==> config.mk <==
export PLATFORM = sky130hd
export DESIGN_NAME = ict_sequencer
export DESIGN_NICKNAME = d
export VERILOG_FILES = /design/src/ict_pkg.sv /design/src/ict_sequencer.sv /design/src/ict_calc.sv
export SDC_FILE = /design/constraint.sdc
export NUM_CORES = 1
export LEC_CHECK = 0
export BUFFER_PORTS_ARGS = -buffer_cell sky130_fd_sc_hd__buf_2
export CAP_MARGIN = 20
export CORE_MARGIN = 3
export CORE_UTILIZATION = 42
export DETAILED_ROUTE_END_ITERATION = 8
export GPL_TIMING_DRIVEN = 0
export PLACE_DENSITY = 0.63
export SYNTH_ARGS = -nofsm -noshare
export SYNTH_HDL_FRONTEND = slang
export SYNTH_SLANG_ARGS = --single-unit
export TNS_END_PERCENT = 1
==> constraint.sdc <==
create_clock -name ref_clk_i -period 8.65 [get_ports ref_clk_i]
set_input_delay 0.865 -clock ref_clk_i [delete_from_list [all_inputs] [get_ports ref_clk_i]]
set_output_delay 0.865 -clock ref_clk_i [all_outputs]
set_load 0.01 [all_outputs]
==> src/ict_pkg.sv <==
/*
  Package for the instruction cycle timing sequencer: instruction class
  codes, per-class head/tail/total clock figures and bus cycle counts.
  Assumes a 40 MHz processor clock and two-clock operand bus accesses.
*/
package ict_pkg;

  // Instruction classes presented on the sequencer's issue port
  typedef enum logic [4:0] {
    IC_REG_ALU      = 5'h00, // Register sum, difference, compare, logic
    IC_MEM_ALU      = 5'h01, // Arithmetic or logic into memory
    IC_WORD_MUL     = 5'h02, // word_multiply
    IC_LONG_MUL32   = 5'h03, // long_multiply, 32-bit result
    IC_LONG_MUL64   = 5'h04, // long_multiply, 64-bit result
    IC_WORD_UDIV    = 5'h05, // word_unsigned_divide
    IC_WORD_SDIV    = 5'h06, // word_signed_divide
    IC_LONG_UDIV    = 5'h07, // long_unsigned_divide
    IC_LONG_SDIV    = 5'h08, // long_signed_divide
    IC_BOUNDS_CMP   = 5'h09, // bounds_compare
    IC_DEC_REG      = 5'h0A, // decimal_sum_extend between registers
    IC_DEC_MEM      = 5'h0B, // decimal_sum_extend predecremented memory
    IC_EXT_MEM      = 5'h0C, // extended_sum predecremented memory
    IC_CMP_POSTINC  = 5'h0D, // memory_compare_postinc
    IC_TAS_MEM      = 5'h0E, // test_then_set on memory
    IC_TAS_REG      = 5'h0F, // test_then_set on data_register
    IC_SHIFT_IMM    = 5'h10, // Shift or rotate by immediate count
    IC_SHIFT_MEM    = 5'h11, // Single-bit memory shift
    IC_SHIFT_REG    = 5'h12, // Register-counted shift
    IC_TBL_ROUND    = 5'h13, // table_interp_rounded, register form
    IC_TBL_SIGNED   = 5'h14, // table_interp_signed_unrounded
    IC_TBL_UNSIGNED = 5'h15, // table_interp_unsigned_unrounded
    IC_MOVEM_STRETCH= 5'h16  // Multi-register transfer, stretch tolerant
  } ict_class_t;

  // Sequencer states
  typedef enum logic [1:0] {
    ICT_IDLE = 2'b00,
    ICT_SAVE = 2'b01,
    ICT_OPER = 2'b10
  } ict_state_t;

  // Timing basis
  localparam int unsigned CLK_HZ        = 40_000_000;
  localparam int unsigned BUS_CLKS      = 2;   // Nominal bus access
  localparam int unsigned STRETCH_CLKS  = 4;   // Tolerated for transfers
  localparam logic [6:0]  LONG_EXTRA    = 7'h02;

  // Save step
  localparam logic [6:0]  SAVE_TOTAL    = 7'h03;
  localparam logic [6:0]  SAVE_HEAD     = 7'h01;
  localparam logic [6:0]  SAVE_TAIL     = 7'h01;

  // Totals (clocks)
  localparam logic [6:0]  T_REG_ALU     = 7'd2;
  localparam logic [6:0]  T_MEM_ALU     = 7'd5;
  localparam logic [6:0]  TL_MEM_ALU    = 7'd3;
  localparam logic [6:0]  T_WORD_MUL    = 7'd26;
  localparam logic [6:0]  T_LMUL_MIN    = 7'd46;
  localparam logic [6:0]  T_LMUL_MAX    = 7'd52;
  localparam logic [6:0]  T_LMUL64      = 7'd46;
  localparam logic [6:0]  T_WUDIV       = 7'd32;
  localparam logic [6:0]  T_WSDIV       = 7'd42;
  localparam logic [6:0]  T_LUDIV_MAX   = 7'd46;
  localparam logic [6:0]  T_LSDIV_MAX   = 7'd62;
  localparam logic [6:0]  T_BCMP_MIN    = 7'd16;
  localparam logic [6:0]  T_BCMP_MAX    = 7'd18;
  localparam logic [6:0]  T_DEC_REG     = 7'd4;
  localparam logic [6:0]  H_DEC_REG     = 7'd2;
  localparam logic [6:0]  T_DEC_MEM     = 7'd12;
  localparam logic [6:0]  T_EXT_MEM     = 7'd10;
  localparam logic [6:0]  HT_MEMMEM     = 7'd2;
  localparam logic [6:0]  T_MEMORY_COMPARE_POSTINC        = 7'd8;
  localparam logic [6:0]  T_TAS_MEM     = 7'd10;
  localparam logic [6:0]  T_TAS_REG     = 7'd6;
  localparam logic [6:0]  H_TAS_REG     = 7'd4;
  localparam logic [6:0]  T_SHIFT       = 7'd6;
  localparam logic [6:0]  H_SHIFT_IMM   = 7'd4;
  localparam logic [6:0]  TL_SHIFT_MEM  = 7'd2;
  localparam logic [6:0]  SHIFT_BASE    = 7'd3;
  localparam logic [5:0]  SHIFT_MAX_CNT = 6'd63;
  localparam logic [6:0]  T_TBLR_MIN    = 7'd28;
  localparam logic [6:0]  T_TBLR_MAX    = 7'd30;
  localparam logic [6:0]  T_TBLS_MIN    = 7'd30;
  localparam logic [6:0]  T_TBLS_MAX    = 7'd34;
  localparam logic [6:0]  T_TBLU_MIN    = 7'd34;
  localparam logic [6:0]  T_TBLU_MAX    = 7'd40;
  localparam logic [6:0]  H_TBLR        = 7'd26;
  localparam logic [6:0]  H_TBLSU       = 7'd30;
  localparam logic [6:0]  H_OPSTEP      = 7'd2;
  localparam logic [6:0]  T_MOVEM_BASE  = 7'd8;
  localparam logic [6:0]  T_MOVEM_PER   = 7'd4;

endpackage

==> src/ict_sequencer.sv <==
/*
  Instruction cycle timing sequencer. Accepts one issued instruction
  class at a time, runs an optional save step and then the operation
  step, counting clocks, and reports the head/tail overlap to the next
  instruction. Assumes the outside bus answers in two clocks; a bus
  wait input stretches the count for every class but stretch-tolerant
  multi-register transfers.
*/
// Function
// - One bus cycle per byte or word, two per long operand.
// - Long operands add two clocks to tail and total for ALU into memory and bounds compare.
// - Register ALU ops: two clocks, one prefetch, no reads or writes.
// - ALU into memory: five clocks, tail three, size-based writes.
// - Word multiply: twenty-six clocks plus operand fetch time.
// - Signed and unsigned multiply take equal time; unsigned table lookup takes longer than signed.
// - Long multiply step 46 to 52 clocks, 46 for 64-bit result.
// - Word divide: 32 clocks unsigned, 42 signed.
// - Long divide step at most 46 unsigned, 62 signed.
// - Long mul/div and bounds compare: three-clock save first.
// - Skip save for long mul/div with data register source.
// - Decimal: four clocks registers, twelve predecremented memory.
// - Extended memory ten clocks; postincrement compare eight clocks.
// - Test-and-set: ten clocks memory, six clocks register.
// - Immediate and single-bit memory shifts take six clocks.
// - Marked transfers tolerate four-clock bus cycles without slowing.
// - Register table interpolation 28-30, 30-34, 34-40 clocks.
// - Bounds compare step 16 to 18 clocks after save.
// - Immediate ALU ops add immediate operand fetch time.
// - Register shift: max of six and three plus count plus parity.
`timescale 1ns/1ps
module ict_sequencer
  import ict_pkg::*;
(
  input  wire logic       ref_clk_i,
  input  wire logic       rst_n_i,
  input  wire logic       issue_i,
  input  wire logic [4:0] class_i,
  input  wire logic       long_op_i,
  input  wire logic       src_data_reg_i,
  input  wire logic       mem_form_i,
  input  wire logic [5:0] shift_count_i,
  input  wire logic [6:0] data_extra_i,
  input  wire logic [6:0] ea_clocks_i,
  input  wire logic [6:0] imm_clocks_i,
  input  wire logic [3:0] reg_count_i,
  input  wire logic       bus_wait_i,
  output logic            ready_o,
  output logic            busy_o,
  output logic            save_step_o,
  output logic            done_o,
  output logic [7:0]      total_o,
  output logic [6:0]      head_o,
  output logic [6:0]      tail_o,
  output logic [1:0]      reads_o,
  output logic [1:0]      prefetch_o,
  output logic [4:0]      writes_o
);

  ict_state_t state_reg, state_next;
  ict_class_t cls_reg, cls_next;
  logic       long_reg, long_next;
  logic [5:0] cnt_reg, cnt_next;
  logic [6:0] extra_reg, extra_next;
  logic [3:0] nregs_reg, nregs_next;

  logic [6:0] pre_reg, pre_next;
  logic [7:0] left_reg, left_next;
  logic [7:0] acc_reg, acc_next;
  logic [6:0] prev_tail_reg, prev_tail_next;
  logic [1:0] stretch_reg, stretch_next;

  logic       ready_reg, ready_next;
  logic       done_reg, done_next;
  logic [7:0] tot_out_reg, tot_out_next;
  logic [6:0] head_reg, head_next;
  logic [6:0] tail_reg, tail_next;
  logic [1:0] rd_reg, rd_next;
  logic [1:0] pf_reg, pf_next;
  logic [4:0] wr_reg, wr_next;
  // Status pins get their own flops, not decodes
  logic       busy_reg, busy_next;
  logic       save_reg, save_next;
  logic       loaded_reg, loaded_next;

  logic [6:0] c_head;
  logic [6:0] c_tail;
  logic [6:0] c_total;
  logic [1:0] c_reads;
  logic [1:0] c_pref;
  logic [4:0] c_writes;

  // Classes that carry a save step before the operation step
  function automatic logic needs_save(input ict_class_t c,
                                      input logic src_dreg);
    logic ld;
    ld = (c == IC_LONG_MUL32) || (c == IC_LONG_MUL64) ||
         (c == IC_LONG_UDIV) || (c == IC_LONG_SDIV);
    // Long mul/div with a data register source carry no save step
    needs_save = (ld && !src_dreg) ||
                 (c == IC_BOUNDS_CMP);
  endfunction

  // Immediate-source ALU classes take the immediate fetch on top
  function automatic logic is_alu(input ict_class_t c);
    is_alu = (c == IC_REG_ALU) || (c == IC_MEM_ALU);
  endfunction

  // Saturating overlap of previous tail against the new head
  function automatic logic [6:0] overlap(input logic [6:0] t,
                                         input logic [6:0] h);
    overlap = (t < h) ? t : h;
  endfunction

  // Calculator reads latched fields only, so figures hold steady
  ict_calc u_calc (
    .cls_i    (cls_reg),
    .long_i   (long_reg),
    .count_i  (cnt_reg),
    .extra_i  (extra_reg),
    .nregs_i  (nregs_reg),
    .head_o   (c_head),
    .tail_o   (c_tail),
    .total_o  (c_total),
    .reads_o  (c_reads),
    .pref_o   (c_pref),
    .writes_o (c_writes)
  );

  // Sequencer next state: latch, optional save, count operation step
  always_comb begin
    state_next     = state_reg;
    cls_next       = cls_reg;
    long_next      = long_reg;
    cnt_next       = cnt_reg;
    extra_next     = extra_reg;
    nregs_next     = nregs_reg;
    pre_next       = pre_reg;
    left_next      = left_reg;
    acc_next       = acc_reg;
    prev_tail_next = prev_tail_reg;
    stretch_next   = stretch_reg;
    ready_next     = ready_reg;
    done_next      = 1'b0;
    tot_out_next   = tot_out_reg;
    head_next      = head_reg;
    tail_next      = tail_reg;
    rd_next        = rd_reg;
    pf_next        = pf_reg;
    wr_next        = wr_reg;
    loaded_next    = loaded_reg;

    case (state_reg)
      ICT_IDLE: begin
        // Issues made while busy are never looked at
        if (issue_i) begin
          cls_next   = ict_class_t'(class_i);
          long_next  = long_op_i;
          // Counts past the formula's reach saturate at its top
          cnt_next   = (shift_count_i > SHIFT_MAX_CNT) ? SHIFT_MAX_CNT
                                                       : shift_count_i;
          extra_next = data_extra_i;
          nregs_next = reg_count_i;

          // Operand fetch, plus immediate fetch for immediate sources
          pre_next   = ea_clocks_i +
                       ((is_alu(ict_class_t'(class_i)) && mem_form_i)
                        ? imm_clocks_i : 7'h00);
          ready_next = 1'b0;
          acc_next   = 8'h00;
          if (needs_save(ict_class_t'(class_i), src_data_reg_i)) begin
            state_next = ICT_SAVE;
            left_next  = {1'b0, SAVE_TOTAL};
          end else begin
            state_next = ICT_OPER;
            left_next  = 8'h00;
          end
        end
      end

      ICT_SAVE: begin
        // Fixed length: bus waits never stretch the save step
        acc_next  = acc_reg + 8'h01;
        left_next = left_reg - 8'h01;
        if (left_reg == 8'h01) begin
          state_next = ICT_OPER;
          left_next  = 8'h00;
        end
      end

      ICT_OPER: begin
        // First cycle loads the figure: address + step - overlap
        if (left_reg == 8'h00 && !loaded_reg) begin
          left_next = {1'b0, c_total} + {1'b0, pre_reg} -
                      {1'b0, overlap(prev_tail_reg, c_head)};
          // Overlap may cancel the figure; keep one counted clock
          if (left_next == 8'h00)
            left_next = 8'h01;
          head_next    = c_head;
          tail_next    = c_tail;
          rd_next      = c_reads;
          pf_next      = c_pref;
          wr_next      = c_writes;
          tot_out_next = 8'h00;
          loaded_next  = 1'b1;
          stretch_next = 2'd0;
        end else begin
          // Slow bus stretches; stretch-tolerant transfers absorb waits
          if (bus_wait_i && cls_reg == IC_MOVEM_STRETCH &&
              stretch_reg < 2'(STRETCH_CLKS - BUS_CLKS)) begin
            stretch_next = stretch_reg + 2'd1;
            left_next    = left_reg - 8'h01;
          end else if (bus_wait_i && cls_reg != IC_MOVEM_STRETCH) begin
            left_next = left_reg;
          end else begin
            stretch_next = 2'd0;
            left_next    = left_reg - 8'h01;
          end
          // Stalled clocks still count, so total_o is the real length
          acc_next = acc_reg + 8'h01;
          if (left_next == 8'h00) begin
            // Finish: the tail is handed on to overlap the next head
            state_next     = ICT_IDLE;
            done_next      = 1'b1;
            ready_next     = 1'b1;
            tot_out_next   = acc_reg + 8'h01;
            prev_tail_next = tail_reg;
            loaded_next    = 1'b0;
          end
        end
      end

      default: state_next = ICT_IDLE;
    endcase

    // Registered status, so no decode glitch reaches the pins
    busy_next = !ready_next;
    save_next = (state_next == ICT_SAVE);
  end

  // State registers
  // Reset leaves the sequencer idle and ready to take an issue
  always_ff @(posedge ref_clk_i or negedge rst_n_i) begin
    if (!rst_n_i) begin
      state_reg     <= ICT_IDLE;
      cls_reg       <= IC_REG_ALU;
      long_reg      <= 1'b0;
      cnt_reg       <= 6'h00;
      extra_reg     <= 7'h00;
      nregs_reg     <= 4'h0;
      pre_reg       <= 7'h00;
      left_reg      <= 8'h00;
      acc_reg       <= 8'h00;
      prev_tail_reg <= 7'h00;
      stretch_reg   <= 2'h0;
      ready_reg     <= 1'b1;
      done_reg      <= 1'b0;
      tot_out_reg   <= 8'h00;
      head_reg      <= 7'h00;
      tail_reg      <= 7'h00;
      rd_reg        <= 2'h0;
      pf_reg        <= 2'h0;
      wr_reg        <= 5'h00;
      busy_reg      <= 1'b0;
      save_reg      <= 1'b0;
      loaded_reg    <= 1'b0;
    end else begin
      state_reg     <= state_next;
      cls_reg       <= cls_next;
      long_reg      <= long_next;
      cnt_reg       <= cnt_next;
      extra_reg     <= extra_next;
      nregs_reg     <= nregs_next;
      pre_reg       <= pre_next;
      left_reg      <= left_next;
      acc_reg       <= acc_next;
      prev_tail_reg <= prev_tail_next;
      stretch_reg   <= stretch_next;
      ready_reg     <= ready_next;
      done_reg      <= done_next;
      tot_out_reg   <= tot_out_next;
      head_reg      <= head_next;
      tail_reg      <= tail_next;
      rd_reg        <= rd_next;
      pf_reg        <= pf_next;
      wr_reg        <= wr_next;
      busy_reg      <= busy_next;
      save_reg      <= save_next;
      loaded_reg    <= loaded_next;
    end
  end

  // Outputs straight from flip-flops
  assign ready_o     = ready_reg;
  assign busy_o      = busy_reg;
  assign save_step_o = save_reg;
  assign done_o      = done_reg;
  assign total_o     = tot_out_reg;
  assign head_o      = head_reg;
  assign tail_o      = tail_reg;
  assign reads_o     = rd_reg;
  assign prefetch_o  = pf_reg;
  assign writes_o    = wr_reg;

endmodule

==> src/ict_calc.sv <==
/*
  Combinational timing calculator: maps one instruction class and its
  qualifiers to head, tail, total clocks and read/prefetch/write counts.
  Assumes the caller holds the inputs steady while the result is used.
*/
`timescale 1ns/1ps
module ict_calc
  import ict_pkg::*;
(
  input  wire ict_class_t cls_i,
  input  wire logic       long_i,
  input  wire logic [5:0] count_i,
  input  wire logic [6:0] extra_i,
  input  wire logic [3:0] nregs_i,
  output logic       [6:0] head_o,
  output logic       [6:0] tail_o,
  output logic       [6:0] total_o,
  output logic       [1:0] reads_o,
  output logic       [1:0] pref_o,
  output logic       [4:0] writes_o
);

  // One or two bus cycles depending on operand size
  function automatic logic [1:0] size_cycles(input logic lng);
    size_cycles = lng ? 2'd2 : 2'd1;
  endfunction

  // Register-counted shift: max(6, 3 + n + parity(n + 1))
  function automatic logic [6:0] reg_shift(input logic [5:0] n);
    logic [6:0] t;
    t = SHIFT_BASE + {1'b0, n} + {6'h00, ~n[0]};
    reg_shift = (t < T_SHIFT) ? T_SHIFT : t;
  endfunction

  // Table figures are spans; the data-dependent extra is clipped to range
  function automatic logic [6:0] clip(input logic [6:0] lo,
                                      input logic [6:0] hi,
                                      input logic [6:0] ex);
    logic [7:0] s;
    s = {1'b0, lo} + {1'b0, ex};
    clip = (s > {1'b0, hi}) ? hi : s[6:0];
  endfunction

  // Per-class lookup; signed and unsigned share entries where stated
  always_comb begin
    head_o   = 7'h00;
    tail_o   = 7'h00;
    total_o  = T_REG_ALU;
    reads_o  = 2'd0;
    pref_o   = 2'd1;
    writes_o = 5'd0;
    case (cls_i)
      IC_REG_ALU: total_o = T_REG_ALU;
      IC_MEM_ALU: begin
        tail_o   = TL_MEM_ALU;
        total_o  = T_MEM_ALU;
        writes_o = {3'b000, size_cycles(long_i)};
      end
      IC_WORD_MUL: total_o = T_WORD_MUL;
      IC_LONG_MUL32: begin
        head_o  = H_OPSTEP;
        total_o = clip(T_LMUL_MIN, T_LMUL_MAX, extra_i);
      end
      IC_LONG_MUL64: begin
        head_o  = H_OPSTEP;
        total_o = T_LMUL64;
      end
      IC_WORD_UDIV: total_o = T_WUDIV;
      IC_WORD_SDIV: total_o = T_WSDIV;
      IC_LONG_UDIV: begin
        head_o  = H_OPSTEP;
        total_o = clip(7'd0, T_LUDIV_MAX, T_LUDIV_MAX - extra_i);
      end
      IC_LONG_SDIV: begin
        head_o  = H_OPSTEP;
        total_o = clip(7'd0, T_LSDIV_MAX, T_LSDIV_MAX - extra_i);
      end
      IC_BOUNDS_CMP: begin
        head_o  = H_OPSTEP;
        total_o = clip(T_BCMP_MIN, T_BCMP_MAX, extra_i);
        reads_o = size_cycles(long_i);
      end
      IC_DEC_REG: begin
        head_o  = H_DEC_REG;
        total_o = T_DEC_REG;
      end
      IC_DEC_MEM: begin
        head_o   = HT_MEMMEM;
        tail_o   = HT_MEMMEM;
        total_o  = T_DEC_MEM;
        reads_o  = 2'd2;
        writes_o = 5'd1;
      end
      IC_EXT_MEM: begin
        head_o   = HT_MEMMEM;
        tail_o   = HT_MEMMEM;
        total_o  = T_EXT_MEM;
        reads_o  = 2'd2;
        writes_o = 5'd1;
      end
      IC_CMP_POSTINC: begin
        head_o  = 7'd1;
        total_o = T_MEMORY_COMPARE_POSTINC;
        reads_o = 2'd2;
      end
      IC_TAS_MEM: begin
        head_o   = 7'd1;
        total_o  = T_TAS_MEM;
        writes_o = 5'd1;
      end
      IC_TAS_REG: begin
        head_o  = H_TAS_REG;
        total_o = T_TAS_REG;
      end
      IC_SHIFT_IMM: begin
        head_o  = H_SHIFT_IMM;
        total_o = T_SHIFT;
      end
      IC_SHIFT_MEM: begin
        tail_o   = TL_SHIFT_MEM;
        total_o  = T_SHIFT;
        writes_o = 5'd1;
      end
      IC_SHIFT_REG: begin
        total_o = reg_shift(count_i);
        head_o  = total_o;
      end
      IC_TBL_ROUND: begin
        head_o  = H_TBLR;
        pref_o  = 2'd2;
        total_o = clip(T_TBLR_MIN, T_TBLR_MAX, extra_i);
      end
      IC_TBL_SIGNED: begin
        head_o  = H_TBLSU;
        pref_o  = 2'd2;
        total_o = clip(T_TBLS_MIN, T_TBLS_MAX, extra_i);
      end
      IC_TBL_UNSIGNED: begin
        head_o  = H_TBLSU;
        pref_o  = 2'd2;
        total_o = clip(T_TBLU_MIN, T_TBLU_MAX, extra_i);
      end
      IC_MOVEM_STRETCH: begin
        head_o   = 7'd1;
        pref_o   = 2'd2;
        total_o  = T_MOVEM_BASE + T_MOVEM_PER * {3'b000, nregs_i};
        writes_o = {1'b0, nregs_i};
      end
      default: total_o = T_REG_ALU;
    endcase
    // Long operands add two clocks to tail and total for x-sized classes
    if (long_i && (cls_i == IC_MEM_ALU || cls_i == IC_BOUNDS_CMP)) begin
      tail_o  = tail_o + LONG_EXTRA;
      total_o = total_o + LONG_EXTRA;
    end
  end

endmodule

==> results of run 1 <==
cell type report:
class                           count  area, µm²  area share (%)
Multi-Input combinational cell    628       4349           56.62
Sequential cell                    81       2028           26.41
Timing Repair Buffer               73      390.4           5.082
Tap cell                          211      264.0           3.437
Clock buffer                       13      260.3           3.388
Buffer                             45      203.9           2.655
Inverter                           32      120.1           1.564
Clock inverter                      3      65.06          0.8470
routing by layer:
| metal | vias up | global-route usage (%) | wire (µm) |
|---|---|---|---|
| li1 | 2997 | - | - |
| met1 | 2920 | 33.85 | 9532 |
| met2 | 253 | 31.19 | 7971 |
| met3 | 28 | 4.313 | 1277 |
| met4 | 0 | 5.776 | 327 |
| met5 | - | 0 | 0 |
power by group:
| group | internal, mW | total [mW] | switching (mW) | leakage (nW) |
|---|---|---|---|---|
| clock | 0.268 | 0.423 | 0.155 | 0.160 |
| sequential | 0.521 | 0.686 | 0.165 | 1.04 |
| combinational | 0.976 | 2.48 | 1.51 | 2.30 |
| total | 1.77 | 3.59 | 1.83 | 3.50 |
layout by cell type, fill, tap and decap left out, drive strengths merged, types with 17 or more instances in the layout:
cell,count
mux2,29
xnor2,23
nand3,20
ha,45
nor3,20
a21oi,50
nand2b,17
o21ai,51
clkbuf,48
inv,31
nand2,81
buf,83
nor2,54
dfrtp,80
path summary, 6_finish.rpt:
path	start	endpoint	slack, ns	cells after the start
worst max-delay path	extra_reg[1]	left_reg[7]	2.63	20
worst min-delay path	writes_o[2]	writes_o[2]	0.47	2
worst max register to register	extra_reg[1]	left_reg[7]	2.63	20
worst min register to register	writes_o[2]	writes_o[2]	0.47	2
max in group asynchronous	rst_n_i	ready_o	7.54	2
min in group asynchronous	rst_n_i	head_o[0]	0.48	1
cell families (layout without fill, tap and decap cells):
family	after synthesis	in the layout	share of synthesized area [%]
multiplexers	36	36	5.942
adder cells (fa/ha/maj)	53	53	10.83
AO/OA/AOI/OAI	214	214	21.93
buffers and inverters	77	166	4.854
flip-flops	81	81	30.38
AND/OR/NAND/NOR	280	280	21.22
XOR/XNOR	36	36	4.723
other	2	9	0.1125
metrics by stage:
step           cell area (µm²)  setup slack (ns)  util (%)  power [mW]  std cells
2_1_floorplan             6701             3.749         -       2.467        786
3_3_place_gp              7321             2.854     47.63       3.119       1068
3_5_place_dp              7356             2.805     47.86       3.138       1070
4_1_cts                   7681             2.794     49.97       3.577       1086
5_1_grt                   7681             2.304     49.97       3.908       1086
6_report                  7681             2.631     49.97       3.594       1086
worst max-delay path, cell delays in order, from the launching register on:
cell and delay (ns):
dfrtp_1 0.61, clkbuf_1 0.52, inv_1 0.21, ha_1 0.25, clkbuf_1 0.19, and2_1 0.22, a21oi_1 0.15, mux2i_1 0.10
nor3_1 0.51, nand2_1 0.20, o211ai_1 0.37, and3_1 0.23, xor2_1 0.19, fa_1 0.44, ha_1 0.35, nor2b_1 0.14
o21a_1 0.19, o41a_1 0.32, xnor2_1 0.35, o21ai_0 0.14, a22o_1 0.21
==> out/qor.yml, run 1 <==
route:
  firstDrtPassIters: 5
  drc: 0
  wl_per_cell_um: 17.60
  first_iter_violations: 521
  ant_nets: 0
  finalWirelength_um: 19110
  vias: 6198
  viasPerCell: 5.707
clock_tree:
  cts_buffers: 9
  ctsResizeCount: 0
  clk_pin_slew_worst_paths_ns: 0.06
  cts_setup_buffers: 0
  clock_path_buffers: 2
  worstSkewPairLatency_ns: 0.35
  h-tree-depth: 3
  postCtsHoldBufs: 0
  cts.sink_count: 81
  cts_tree: "built"
  cts_root_buffer: "clkbuf_16"
grt:
  grt_start_max_net_pins: 48
  first_global_vias: 5696
  grt_overflow: 0
  grt_use_total_pct: 21.96
  grt_pass1_wl_um: 31210
  antenna_found_initial: 0
outcome:
  status: "finished, final reports clean"
floorplanning:
  row_count: 45
  io_pins: 78
  die_h_um: 132.1
  die_width_um: 132.1
  die_area_mm2: 0.01744
  core_mm2: 0.01537
  start_util_pct: 43.43
synth:
  syn_avg_cell_area_um2: 8.569
  synthCells: 779
  synth_edf_count: 0
  yosysTopAreaCell: "dfrtp_1"
  synth-seq-cells: 81
  synthesis.area_mm2: 0.006675
  synth_most_common_cell: "nand2_1"
  ys_types: 77
  yosysSeqAreaShare_pct: 30.38
  synth_top_area_share_pct: 29.99
  synthTopCellsByArea: "dfrtp_1 (30%), ha_1 (8.4%), mux2_2 (4.7%)"
  synth_ff_type: "dfrtp_1"
  synth_commonest_cells: "nand2_1 (81), dfrtp_1 (80), nor2_1 (54), o21ai_0 (50), a21oi_1 (49)"
  async_reset_ff_share_pct: 100.0
  synth_warnings: 0
sta:
  setup_viol: 0
  skew_ns: 0.009839
  report.final.slew_viol_count: 0
  rsz0062_at_grt: "no"
  min_period_ns: 6.019
  hold_slack_ns: 0.4684
  maxSlewHeadroom_pct: 46.00
  finalCritPeriodShare_pct: 69.58
  hold_viol_final: 0
  final.setup.tns_ns: 0
  max_freq_ghz: 0.1661
  tightest_slew_ns: 0.8100
placement:
  hpwl_um: 14770
  io_buffers: 71
  place.gp.congestion: 0.9470
critical_path:
  cp-end-kind: "flop"
  crit_required_ns: 8.89
  path_class: "flop to flop"
  worst_setup_path_start_kind: "flop"
  cp_data_arrival_time_ns: 6.26
  cp_max_fo: 12
final_layout:
  fillers: 1559
  antennaDiodeCount: 0
  nets: 966
  layout-drive-gt1-share_pct: 16.57
  syn2layout_area_growth_pct: 15.07
power_and_ir_drop:
  peakVddDrop_uv: 292.8
  p_leak_nw: 3.497
  power_density_mw_per_mm2: 467.9
run:
  maxCapViolCount: 0
min_path:
  hold_class: "flop to flop"
No activity file was read; power rests on OpenSTA's default activity.
==> run 2: changes to the inputs <==
ABC_AREA = 1   (was default)
clock period = 6.1 ns   (was 8.65 ns; I/O delays follow)
==> out/qor.yml, run 2 <==
route:
  firstDrtPassIters: 5  # unchanged
  wl_per_cell_um: 14.32  # -19%
  viasPerCell: 5.038  # -12%
  first_iter_violations: 453  # -13%
  vias: 6307  # +1.8%
  finalWirelength_um: 17930  # -6.2%
  drc: 0  # unchanged
  ant_nets: 0  # unchanged
grt:
  grt_use_total_pct: 21.17  # -0.78 points
  grt_overflow: 0  # unchanged
  use_met1_pct: 29.76  # -4.1 points
  grt_use_met2_pct: 33.29  # +2.1 points
  grt_start_max_net_pins: 58  # +21%
  grt_pass1_wl_um: 28470  # -8.8%
  antenna_found_initial: 0  # unchanged
  grt-busiest-layer: "met2"
  grt_util_met3_pct: 3.862  # -0.45 points
  first_global_vias: 5626  # -1.2%
sta:
  max_freq_ghz: 0.2028  # +22%
  maxSlewHeadroom_pct: 57.35  # +11 points
  hold_viol_final: 0  # unchanged
  skew_ns: 0.006627  # -0.003212 ns
  hold_slack_ns: 0.1772  # -0.2911 ns
  report.final.slew_viol_count: 0  # unchanged
  setup_viol: 0  # unchanged
  min_period_ns: 4.932  # -1.087 ns
  tightest_slew_ns: 0.6374  # -0.1725 ns
  finalCritPeriodShare_pct: 80.85  # +11 points
  final.setup.tns_ns: 0  # unchanged
  rsz0062_at_grt: "no"
power_and_ir_drop:
  pwr-share-clk_pct: 10.8  # -1.0 points
  combPwrFrac_pct: 69.9  # +0.8 points
  switching_share_pct: 53.84  # +2.9 points
  intPower_mw: 2.202  # +25%
  power_frac_seq_pct: 19.3  # +0.2 points
  power.switching_mw: 2.569  # +40%
  power_density_mw_per_mm2: 635.4  # +36%
  peakVddDrop_uv: 338.3  # +16%
  p_leak_nw: 3.967  # +13%
run:
  maxCapViolCount: 0  # unchanged
final_layout:
  layout_commonest_cell: "nand2_1"
  stdcell_count: 1252  # +15%
  final_cell_mix: "nand2_1 (285), inv_1 (119), dfrtp_1 (80), buf_2 (79), nand3_1 (78)"
  nets: 1132  # +17%
  layout-drive-gt1-share_pct: 13.16  # -3.4 points
  syn2layout_area_growth_pct: 14.63
  fin_area_mm2: 0.007508  # -2.2%
  final_util_pct: 49.21  # -0.76 points
  antennaDiodeCount: 0  # unchanged
synth:
  synthTopCellsByArea: "dfrtp_1 (31%), nand2_1 (16%), ha_1 (8.6%)"
  synth_commonest_cells: "nand2_1 (285), inv_1 (119), dfrtp_1 (80), nand3_1 (78), nor2_1 (77)"
  synth_ff_type: "dfrtp_1"
  synthCells: 946  # +21%
  synth_top_area_share_pct: 30.56  # +0.57 points
  yosysTopAreaCell: "dfrtp_1"
  synthesis.area_mm2: 0.006550  # -1.9%
  synth-seq-cells: 81  # unchanged
  async_reset_ff_share_pct: 100.0  # unchanged
  synth_edf_count: 0  # unchanged
  synth_warnings: 0  # unchanged
  ys_types: 51  # -34%
  yosysSeqAreaShare_pct: 30.96  # +0.58 points
  synth_most_common_cell: "nand2_1"
  syn_avg_cell_area_um2: 6.924  # -19%
clock_tree:
  cts_setup_buffers: 0  # unchanged
  postCtsHoldBufs: 0  # unchanged
  cts.sink_count: 81  # unchanged
  cts_tree: "built"
  clock_path_buffers: 2  # unchanged
  h-tree-depth: 3  # unchanged
  cts_buffers: 9  # unchanged
  ctsResizeCount: 0  # unchanged
  clk_pin_slew_worst_paths_ns: 0.06  # about the same
  cts_root_buffer: "clkbuf_16"
  worstSkewPairLatency_ns: 0.34  # about the same
placement:
  dpl-instance-area_mm2: 0.007226  # -1.8%
  io_buffers: 71  # unchanged
  post-place-cells: 1236  # +16%
  place.gp.congestion: 0.9525  # +0.58%
  hpwl_um: 14340  # -2.9%
critical_path:
  r2r_cells: 24  # +20%
  cp_data_arrival_time_ns: 5.20  # -1.06 ns
  path_class: "flop to flop"
  r2r_end: "left_reg[0]"
  cp_max_fo: 7  # -5
  crit_required_ns: 6.37  # -2.52 ns
  worst_setup_path_start_kind: "flop"
  reg2reg_setup_slack_ns: 1.17  # -1.46 ns
  cp-end-kind: "flop"
  r2r_start: "cls_reg[2]"
min_path:
  hold_class: "primary input to asynchronous set/reset pin"
floorplanning:
  die_width_um: 130.9  # -0.90%
  row_count: 45  # unchanged
  die_h_um: 130.9  # -0.90%
  io_pins: 78  # unchanged
  core_mm2: 0.01526  # -0.73%
  die_area_mm2: 0.01713  # -1.8%
  start_util_pct: 42.93  # -0.50 points
outcome:
  status: "finished, final reports clean"
[run 2: critical path, stage by stage, from the launching register on]
cell and delay [ns]:
dfrtp_1 0.47, nor2_1 0.24, nand2_1 0.17, nor2_1 0.31
inv_1 0.09, a21oi_1 0.30, nor2_1 0.14, ha_1 0.29
nand3_1 0.07, nand2_1 0.06, nand4_1 0.20, a21oi_1 0.41
fa_1 0.49, ha_1 0.37, a21oi_1 0.17, nand2_1 0.13
a21oi_1 0.14, o21ai_0 0.10, xnor2_1 0.24, nand3_1 0.11
nand2_1 0.07, nand2_1 0.05, nand2_1 0.06, nand2_1 0.05
a21oi_1 0.12
[run 2: cell type report]
cell class,instances,area [µm²]
clock inverter,5,40.04
timing repair buffer,72,385.4
sequential,81,2028
multi-input combinational,723,3931
fill,1590,7750
tap,211,264.0
clock buffer,11,242.7
inverter,126,473.0
buffer,23,143.9
[run 2: power by group through the flow]
stage	registers, mW	logic (mW)	clock network, mW
2_1_floorplan	0.906	2.51	0
3_3_place_gp	0.925	3.28	0
3_5_place_dp	0.928	3.32	0
4_1_cts	0.920	3.33	0.531
5_1_grt	0.948	3.82	0.550
6_report	0.921	3.34	0.514
[run 2: metrics by stage]
stage | setup WS [ns] | power (mW)
after detailed placement | 1.274 | 4.246
final | 1.168 | 4.771
after global placement | 1.221 | 4.202
after floorplan | 2.180 | 3.413
after CTS | 1.240 | 4.783
after global routing | 0.6928 | 5.317
[run 2: kinds of logic after synthesis]
kind of cell,after synthesis,synth area share (%)
XOR/XNOR,28,3.744
other,2,0.1147
flip-flops,81,30.96
AO/OA/AOI/OAI,136,12.21
buffers and inverters,149,9.417
AND/OR/NAND/NOR,497,32.51
adder cells (fa/ha/maj),53,11.04
[run 2: worst max path at each step]
stage / start / end / depth (start not counted)
CTS: cls_reg[2] / left_reg[0] / 24
global placement: cls_reg[2] / left_reg[0] / 24
floorplan: cnt_reg[2] / left_reg[0] / 25
finish: cls_reg[2] / left_reg[0] / 24
global route: cls_reg[2] / left_reg[0] / 25
detailed placement: cls_reg[2] / left_reg[0] / 24
[run 2: metal layers]
metal  vias up  share of wire [%]
met5         -                  0
met4         0                2.1
met3        30                5.9
met2       207                 45
met1      2835                 47
li1       3235                  -
